`config.mk`:
```
export PLATFORM = sky130hd
export DESIGN_NAME = selsc_core
export DESIGN_NICKNAME = d
export VERILOG_FILES = /design/src/selsc_pkg.sv /design/src/selsc_core.sv
export SDC_FILE = /design/constraint.sdc
export NUM_CORES = 1
export LEC_CHECK = 0
export ABC_CLOCK_PERIOD_IN_PS = 9700
export BUFFER_PORTS_ARGS = -buffer_cell sky130_fd_sc_hd__clkbuf_2
export CAP_MARGIN = 10
export CELL_PAD_IN_SITES_DETAIL_PLACEMENT = 1
export CELL_PAD_IN_SITES_GLOBAL_PLACEMENT = 1
export CORE_MARGIN = 2
export CORE_UTILIZATION = 40
export DETAILED_ROUTE_END_ITERATION = 6
export PLACE_DENSITY = 0.91
export SETUP_SLACK_MARGIN = 0.3
export SLEW_MARGIN = 20
export SYNTH_ARGS = -nofsm -noshare
export SYNTH_HDL_FRONTEND = slang
export SYNTH_SLANG_ARGS = --single-unit
```
`constraint.sdc`:
```
create_clock -name ref_clk_i -period 9.7 [get_ports ref_clk_i]
set_input_delay 0.97 -clock ref_clk_i [delete_from_list [all_inputs] [get_ports ref_clk_i]]
set_output_delay 0.97 -clock ref_clk_i [all_outputs]
set_load 0.1 [all_outputs]
```
`src/selsc_pkg.sv`:
```
package selsc_pkg;

  // ****************************************
  // bus geometry
  // ****************************************
  localparam int unsigned APB_AW = 12;
  localparam int unsigned APB_DW = 32;
  localparam int unsigned IDX_W  = 10;
  localparam int unsigned REG_W  = 8;
  localparam int unsigned LANES  = 8;
  localparam int unsigned CMD_W  = 19;

  // ****************************************
  // register indices, byte address is four times the index
  // ****************************************
  localparam logic [IDX_W-1:0] IDX_LINK_CTRL    = 10'h200;
  localparam logic [IDX_W-1:0] IDX_CHAN_PD      = 10'h209;
  localparam logic [IDX_W-1:0] IDX_EXTRA_A      = 10'h20A;
  localparam logic [IDX_W-1:0] IDX_EXTRA_B      = 10'h20B;
  localparam logic [IDX_W-1:0] IDX_SYNC_HDR     = 10'h20F;
  localparam logic [IDX_W-1:0] IDX_LANE_STAT_A  = 10'h220;
  localparam logic [IDX_W-1:0] IDX_LANE_STAT_B  = 10'h221;
  localparam logic [IDX_W-1:0] IDX_SER_STAT_A   = 10'h222;
  localparam logic [IDX_W-1:0] IDX_SER_STAT_B   = 10'h223;

  // ****************************************
  // reset values and field positions
  // ****************************************
  localparam logic [REG_W-1:0] RST_REG8       = 8'h00;
  localparam int unsigned      F_SER_ON       = 0;
  localparam int unsigned      F_LINK_EN      = 0;
  localparam int unsigned      F_PD_A         = 0;
  localparam int unsigned      F_PD_B         = 1;
  localparam logic [1:0]       SH_MASK_W      = 2'h3;
  localparam logic [1:0]       BYTE_OFS       = 2'h0;

  // ****************************************
  // sync header choices and test selections
  // ****************************************
  typedef enum logic [1:0] {SELSC_SH_CRC12 = 2'h0, SELSC_SH_RSV1 = 2'h1,
                            SELSC_SH_FEC = 2'h2, SELSC_SH_RSV3 = 2'h3} selsc_sh_t;
  localparam logic [3:0] TEST_NONE = 4'h0;
  localparam logic [3:0] TEST_ALT  = 4'h5;

endpackage : selsc_pkg

```
`src/selsc_core.sv`:
```
// Overview of operation
// - link A extra-lane bits 7:1 turn on link-layer clocks of lanes 1..7.
// - link B extra-lane bits 7:1 turn on link-layer clocks of lanes 1..7.
// - serializer bit 0 keeps only clocks; 1 also powers extra-lane serializers.
// - extra lanes follow the link mode rate and test-pattern behaviour.
// - extra-only lanes send octet ramp when test selection is 0 or 5.
// - link A extra lanes stay off while channel power-down disables it.
// - link B extra lanes run only while link B itself is enabled.
// - serializer n is clocked only when lanes 0..n-1 are all enabled.
// - sync-header field: 0 sends CRC-12, 2 sends FEC, 1 and 3 reserved.
// - sync-header choice acts only in 64b/66b modes, ignored for 8b/10b.
// - no command channel; every command field of the sync word is zero.
module selsc_core
  import selsc_pkg::*;
(
  input  wire logic                         ref_clk_i,
  input  wire logic                         rst_i,
  input  wire logic                         psel_i,
  input  wire logic                         penable_i,
  input  wire logic                         pwrite_i,
  input  wire logic [selsc_pkg::APB_AW-1:0] paddr_i,
  input  wire logic [selsc_pkg::APB_DW-1:0] pwdata_i,
  input  wire logic [3:0]                   pstrb_i,
  input  wire logic [selsc_pkg::LANES-1:0]  mode_lanes_a_i,
  input  wire logic [selsc_pkg::LANES-1:0]  mode_lanes_b_i,
  input  wire logic                         mode_is_64b66b_i,
  input  wire logic [3:0]                   test_pattern_select_i,
  output logic                              pready_o,
  output logic [selsc_pkg::APB_DW-1:0]      prdata_o,
  output logic                              pslverr_o,
  output logic [selsc_pkg::LANES-1:0]       lane_clk_en_a_o,
  output logic [selsc_pkg::LANES-1:0]       lane_clk_en_b_o,
  output logic [selsc_pkg::LANES-1:0]       ser_pwr_en_a_o,
  output logic [selsc_pkg::LANES-1:0]       ser_pwr_en_b_o,
  output logic [selsc_pkg::LANES-1:0]       ser_clk_en_a_o,
  output logic [selsc_pkg::LANES-1:0]       ser_clk_en_b_o,
  output logic [selsc_pkg::LANES-1:0]       lane_ramp_a_o,
  output logic [selsc_pkg::LANES-1:0]       lane_ramp_b_o,
  output logic                              sync_crc12_o,
  output logic                              sync_fec_o,
  output logic [selsc_pkg::CMD_W-1:0]       sync_cmd_o
);
  import selsc_pkg::*;

  // ****************************************
  // helper functions
  // ****************************************

  // lanes a link drives: mode lanes plus requested extras while link is up
  function automatic logic [LANES-1:0] lanes_on(input logic             up,
                                                input logic [LANES-1:0] mode,
                                                input logic [LANES-1:0] extra);
    lanes_on = up ? (mode | extra) : '0;
  endfunction : lanes_on

  // serializer n only gets a clock when every lower lane is enabled
  function automatic logic [LANES-1:0] chain_ok(input logic [LANES-1:0] en);
    logic all_low;
    all_low  = 1'b1;
    chain_ok = '0;
    for (int n = 0; n < LANES; n++)
    begin
      chain_ok[n] = en[n] & all_low;
      all_low     = all_low & en[n];
    end
  endfunction : chain_ok

  // lanes that exist only through the extra field and must send a ramp
  function automatic logic [LANES-1:0] ramp_lanes(input logic [LANES-1:0] en,
                                                  input logic [LANES-1:0] mode,
                                                  input logic [3:0]       tsel);
    logic hit;
    hit        = (tsel == TEST_NONE) || (tsel == TEST_ALT);
    ramp_lanes = hit ? (en & ~mode) : '0;
  endfunction : ramp_lanes

  // ****************************************
  // register state
  // ****************************************
  logic [REG_W-1:0] link_ctrl_reg;
  logic [REG_W-1:0] chan_pd_reg;
  logic [REG_W-1:0] extra_a_reg;
  logic [REG_W-1:0] extra_b_reg;
  logic [REG_W-1:0] sync_hdr_reg;
  logic             pready_reg;
  logic [APB_DW-1:0] prdata_reg;
  logic             pslverr_reg;

  // ****************************************
  // bus decode
  // ****************************************
  logic [IDX_W-1:0] idx;
  logic             aligned;
  logic             setup_ph;
  logic             wr_take;
  logic             hit_map;
  logic [REG_W-1:0] rd_val;
  logic [REG_W-1:0] wbyte;

  assign idx      = paddr_i[APB_AW-1:2];
  assign aligned  = (paddr_i[1:0] == BYTE_OFS);
  assign setup_ph = psel_i & ~penable_i;
  assign wbyte    = pwdata_i[REG_W-1:0];
  // write lands at the completing access edge only
  assign wr_take  = psel_i & penable_i & pready_reg & pwrite_i & ~pslverr_reg & pstrb_i[0];

  // ****************************************
  // lane state derived from configuration
  // ****************************************
  logic             link_a_up;
  logic             link_b_up;
  logic [LANES-1:0] extra_a_mask;
  logic [LANES-1:0] extra_b_mask;
  logic [LANES-1:0] ser_a_mask;
  logic [LANES-1:0] ser_b_mask;
  logic [LANES-1:0] clk_a_next;
  logic [LANES-1:0] clk_b_next;
  logic [LANES-1:0] pwr_a_next;
  logic [LANES-1:0] pwr_b_next;

  // power-down of a channel keeps that link and its extra lanes dark
  assign link_a_up = link_ctrl_reg[F_LINK_EN] & ~chan_pd_reg[F_PD_A];
  assign link_b_up = link_ctrl_reg[F_LINK_EN] & ~chan_pd_reg[F_PD_B];

  // bit 0 is the serializer switch, so lane 0 never comes from the field
  assign extra_a_mask = {extra_a_reg[LANES-1:1], 1'b0};
  assign extra_b_mask = {extra_b_reg[LANES-1:1], 1'b0};

  // extras reach the serializers only with the serializer switch set
  assign ser_a_mask = extra_a_mask & {LANES{extra_a_reg[F_SER_ON]}};
  assign ser_b_mask = extra_b_mask & {LANES{extra_b_reg[F_SER_ON]}};

  // link-layer clocks and serializer power per lane
  assign clk_a_next = lanes_on(link_a_up, mode_lanes_a_i, extra_a_mask);
  assign clk_b_next = lanes_on(link_b_up, mode_lanes_b_i, extra_b_mask);
  assign pwr_a_next = lanes_on(link_a_up, mode_lanes_a_i, ser_a_mask);
  assign pwr_b_next = lanes_on(link_b_up, mode_lanes_b_i, ser_b_mask);

  // ****************************************
  // read mux
  // ****************************************

  // unmapped or misaligned addresses answer with an error
  always_comb
  begin
    hit_map = aligned;
    rd_val  = RST_REG8;
    unique case (idx)
      IDX_LINK_CTRL:   rd_val = link_ctrl_reg;
      IDX_CHAN_PD:     rd_val = chan_pd_reg;
      IDX_EXTRA_A:     rd_val = extra_a_reg;
      IDX_EXTRA_B:     rd_val = extra_b_reg;
      IDX_SYNC_HDR:    rd_val = sync_hdr_reg;
      IDX_LANE_STAT_A: rd_val = lane_clk_en_a_o;
      IDX_LANE_STAT_B: rd_val = lane_clk_en_b_o;
      IDX_SER_STAT_A:  rd_val = ser_clk_en_a_o;
      IDX_SER_STAT_B:  rd_val = ser_clk_en_b_o;
      default:         hit_map = 1'b0;
    endcase
  end

  // ****************************************
  // apb response, one wait-free access cycle
  // ****************************************

  // ready rises in the first access cycle after each setup
  always_ff @(posedge ref_clk_i or posedge rst_i)
  begin
    if (rst_i)
    begin
      pready_reg <= 1'b0;
    end
    else
    begin
      pready_reg <= setup_ph;
    end
  end

  // read data and error are captured in the setup cycle
  // and cleared at the next edge, so they never outlive ready
  always_ff @(posedge ref_clk_i or posedge rst_i)
  begin
    if (rst_i)
    begin
      prdata_reg  <= '0;
      pslverr_reg <= 1'b0;
    end
    else if (setup_ph)
    begin
      prdata_reg  <= (hit_map && !pwrite_i) ? {{(APB_DW-REG_W){1'b0}}, rd_val} : '0;
      pslverr_reg <= ~hit_map;
    end
    else
    begin
      prdata_reg  <= '0;  // answer stands for the access cycle only
      pslverr_reg <= 1'b0;
    end
  end

  assign pready_o  = pready_reg;
  assign prdata_o  = prdata_reg;
  assign pslverr_o = pslverr_reg;

  // ****************************************
  // writable registers
  // ****************************************

  // link enable and channel power-down
  always_ff @(posedge ref_clk_i or posedge rst_i)
  begin
    if (rst_i)
    begin
      link_ctrl_reg <= RST_REG8;
      chan_pd_reg   <= RST_REG8;
    end
    else if (wr_take)
    begin
      if (idx == IDX_LINK_CTRL)
      begin
        link_ctrl_reg <= wbyte;
      end
      if (idx == IDX_CHAN_PD)
      begin
        chan_pd_reg <= wbyte;
      end
    end
  end

  // extra-lane fields, stored as written; software keeps the link off meanwhile
  always_ff @(posedge ref_clk_i or posedge rst_i)
  begin
    if (rst_i)
    begin
      extra_a_reg <= RST_REG8;
      extra_b_reg <= RST_REG8;
    end
    else if (wr_take)
    begin
      if (idx == IDX_EXTRA_A)
      begin
        extra_a_reg <= wbyte;
      end
      if (idx == IDX_EXTRA_B)
      begin
        extra_b_reg <= wbyte;
      end
    end
  end

  // sync-header select, all eight bits read back as written
  always_ff @(posedge ref_clk_i or posedge rst_i)
  begin
    if (rst_i)
    begin
      sync_hdr_reg <= RST_REG8;
    end
    else if (wr_take && idx == IDX_SYNC_HDR)
    begin
      sync_hdr_reg <= wbyte;
    end
  end

  // ****************************************
  // lane enables toward the transmitter
  // ****************************************

  // link-layer clocks and serializer power, registered
  // a register change shows on the lanes one edge later
  always_ff @(posedge ref_clk_i or posedge rst_i)
  begin
    if (rst_i)
    begin
      lane_clk_en_a_o <= '0;
      lane_clk_en_b_o <= '0;
      ser_pwr_en_a_o  <= '0;
      ser_pwr_en_b_o  <= '0;
    end
    else
    begin
      lane_clk_en_a_o <= clk_a_next;
      lane_clk_en_b_o <= clk_b_next;
      ser_pwr_en_a_o  <= pwr_a_next;
      ser_pwr_en_b_o  <= pwr_b_next;
    end
  end

  // serializer clock gated by the lower-lane chain
  always_ff @(posedge ref_clk_i or posedge rst_i)
  begin
    if (rst_i)
    begin
      ser_clk_en_a_o <= '0;
      ser_clk_en_b_o <= '0;
    end
    else
    begin
      ser_clk_en_a_o <= chain_ok(pwr_a_next);
      ser_clk_en_b_o <= chain_ok(pwr_b_next);
    end
  end

  // extra-only lanes swap the normal pattern for the octet ramp at test selection 0 or 5;
  // other lanes keep the rate and pattern of the link mode
  always_ff @(posedge ref_clk_i or posedge rst_i)
  begin
    if (rst_i)
    begin
      lane_ramp_a_o <= '0;
      lane_ramp_b_o <= '0;
    end
    else
    begin
      lane_ramp_a_o <= ramp_lanes(clk_a_next, mode_lanes_a_i, test_pattern_select_i);
      lane_ramp_b_o <= ramp_lanes(clk_b_next, mode_lanes_b_i, test_pattern_select_i);
    end
  end

  // ****************************************
  // sync word content
  // ****************************************

  // only 64b/66b modes use the choice; reserved codes select nothing
  always_ff @(posedge ref_clk_i or posedge rst_i)
  begin
    if (rst_i)
    begin
      sync_crc12_o <= 1'b0;
      sync_fec_o   <= 1'b0;
      sync_cmd_o   <= '0;
    end
    else
    begin
      sync_crc12_o <= mode_is_64b66b_i & (sync_hdr_reg[1:0] == SELSC_SH_CRC12);
      sync_fec_o   <= mode_is_64b66b_i & (sync_hdr_reg[1:0] == SELSC_SH_FEC);
      sync_cmd_o   <= '0;  // idle headers only
    end
  end

endmodule : selsc_core

```
==> results.toml <==
[run_status]
status = "finished, final reports clean"

[timing]
max_slew.worst_pin.slew_ps = 802
slew_headroom = 0.465
drv_slew = 0
finClkSkew_ps = 7.07
rsz0062_at_grt = "no"
timing.final.crit_share = 0.306
hold_viol = 0
hold_ws_ps = 509
period_needed_ps = 2970
fmax_ghz = 0.337
finalSetupViolCount = 0
fin_tns_setup_ps = 0

[final_layout]
syn2layout_area_growth_pct = 17.4
fin_area_mm2 = 0.00589
drive_above_1_share = 0.369
finalNetCount = 608
diodes = 0

[pwr]
leakage_nw = 3.06
ir_worst_vdd_mv = 0.0737
power-per-cell-area_mw_per_mm2 = 161

[critical_path]
cp.arrival_ps = 3210
path_cells = "clkbuf_2 > nor2b_2 > nand3_1 > mux2_2"
critPathMaxStageDelay_ps = 730
cp_max_fo = 26
crit_buf_inv = 1
critPathKind = "in2reg"
cp-start-kind = "input pin"
end_kind = "flip-flop"
cpMaxStageDelayCell = "nor2b_2"
crit_required_ps = 9940
cp_top_family = "simple AND/OR/NAND/NOR gates"

[cts]
cts_root_buf = "clkbuf_16"
clk_pin_slew_ps = 70
post_cts_buffers = 0
clock_sinks = 112
cts_tree = "yes"
cts_max_path_buffers = 2
clock_latency_ps = 360
cts_buffers = 9
cts_resized = 0
htree_levels = 3
ctsHoldBuffers = 0

[floorplan]
core_area_mm2 = 0.0121
num_rows = 40
die_w_um = 116
initial_core_util = 0.414
die_y_um = 116
dieArea_mm2 = 0.0135
ioPinCount = 193

[global_routing]
grt_max_degree = 84
grt_pass1_vias = 3884
grt_usage = 0.207
grt_pass1_wl_mm = 20.8
antenna_found_initial = 0
overflow = 0

[synth]
synth_enable_flop_cells = 0
yosysSeqAreaShare = 0.559
synthCells = 418
ys_types = 47
synth_seq_cells = 112
synth_ff_type = "dfrtp_1"
syn_area_mm2 = 0.00502
yosys.area.top_type = "dfrtp_1"
yosysWarnings = 0
syn_avg_cell_area_um2 = 12.0
synth_area_leaders = "dfrtp_1 56%, mux2_2 11%, buf_4 7.0%, nor2_1 3.4%, mux2i_1 2.8%"
synth_top_area_share = 0.559
async_reset_ff_frac = 1.00

[detailed_routing]
vias_per_cell = 5.12
wirelength_mm = 13.6
drtIter0Drc = 160
ant_nets = 0
dr.pass1.iters = 4
drc = 0
vias = 3617
routedWlPerCell_um = 19.2

[placed_design]
postPlaceCellArea_mm2 = 0.00560
portBuffers = 122
dpl.hpwl_mm = 10.3
place_congestion = 0.771

[flow_run]
max_cap_violations = 0

[worst_hold_path]
min_path_type = "reg2reg"
## logic make-up after synthesis
family          share of synthesized area
compound gates                     0.0831
xor+xnor                          0.00175
buf+inv                            0.0908
flops                               0.559
mux                                 0.133
other cells                      0.000748
simple gates                        0.131
## where the power goes
part | internal (mW) | switching, mW | total (mW)
clock network | 0.182 | 0.172 | 0.355
logic | 0.0141 | 0.110 | 0.125
registers | 0.468 | 0.000495 | 0.468
## placed cells by master (no fill, tap or decap), drive strengths merged, types with 6 or more instances in the layout
cell and count:
mux2i 14, nor4 8, mux2 47, a21oi 20, nand2b 6, nor3 8
clkbuf 132, o2bb2ai 14, inv 8, nor2 45, nor3b 12, conb 45
dfrtp 112, a22oi 13
## metal layers
metal / GRT usage / wire, µm / vias up / part of all wire
met4: 0.0817 / 252 / 0 / 0.019
met3: 0.0350 / 561 / 18 / 0.041
met1: 0.249 / 5500 / 1861 / 0.40
met2: 0.370 / 7280 / 112 / 0.54
li1: - / - / 1626 / -
met5: 0 / 0 / - / 0
## synth_stat cells, drive strengths merged, types with 4 or more instances
cell	instances
o2bb2ai	14
dfrtp	112
mux2i	14
nor2	45
nor3	8
nand2b	6
nor3b	12
a22oi	13
nand3	4
buf	54
clkbuf	10
o21a	4
nor4	8
nor2b	4
mux2	47
a21oi	20
inv	7
## final timing paths
check / from / end / slack [ps] / cells past startpoint
worst max-delay path: paddr_i[2] / chan_pd_reg[0]$_DFFE_PP0P_ / 6730 / 4
worst min-delay path: chan_pd_reg[4]$_DFFE_PP0P_ / chan_pd_reg[4]$_DFFE_PP0P_ / 510 / 1
worst max register to register: chan_pd_reg[1]$_DFFE_PP0P_ / ser_clk_en_b_o[7]$_DFF_PP0_ / 7280 / 4
worst min register to register: chan_pd_reg[4]$_DFFE_PP0P_ / chan_pd_reg[4]$_DFFE_PP0P_ / 510 / 1
max in group asynchronous: rst_i / ser_pwr_en_a_o[3]$_DFF_PP0_ / 8060 / 3
min in group asynchronous: rst_i / sync_hdr_reg[0]$_DFFE_PP0P_ / 590 / 2
## through the flow
| stage | instances | total power, mW | utilization | worst slack (ps) |
|---|---|---|---|---|
| 5_1_grt | 707 | 0.978 | 0.486 | 6600 |
| 2_1_floorplan | 462 | 0.594 | - | 5770 |
| 4_1_cts | 707 | 0.952 | 0.486 | 6340 |
| 6_report | 707 | 0.947 | 0.486 | 6730 |
| 3_5_place_dp | 691 | 0.602 | 0.462 | 5900 |
| 3_3_place_gp | 691 | 0.600 | 0.462 | 6100 |
## worst reg2reg max path, delay by kind of cell, from the launching register on
family / cells / cell delay, ps
flops: 1 / 390
simple gates: 4 / 1920
## area by class of cell
type	instances	area, µm²
tap	168	210
clock inverter	6	43.8
sequential	112	2800
clock buffer	10	239
inverter	7	28.8
fill	1351	6220
timing repair buffer	125	637
multi-input combinational	279	1930
Power figures use the tool's default switching activity.
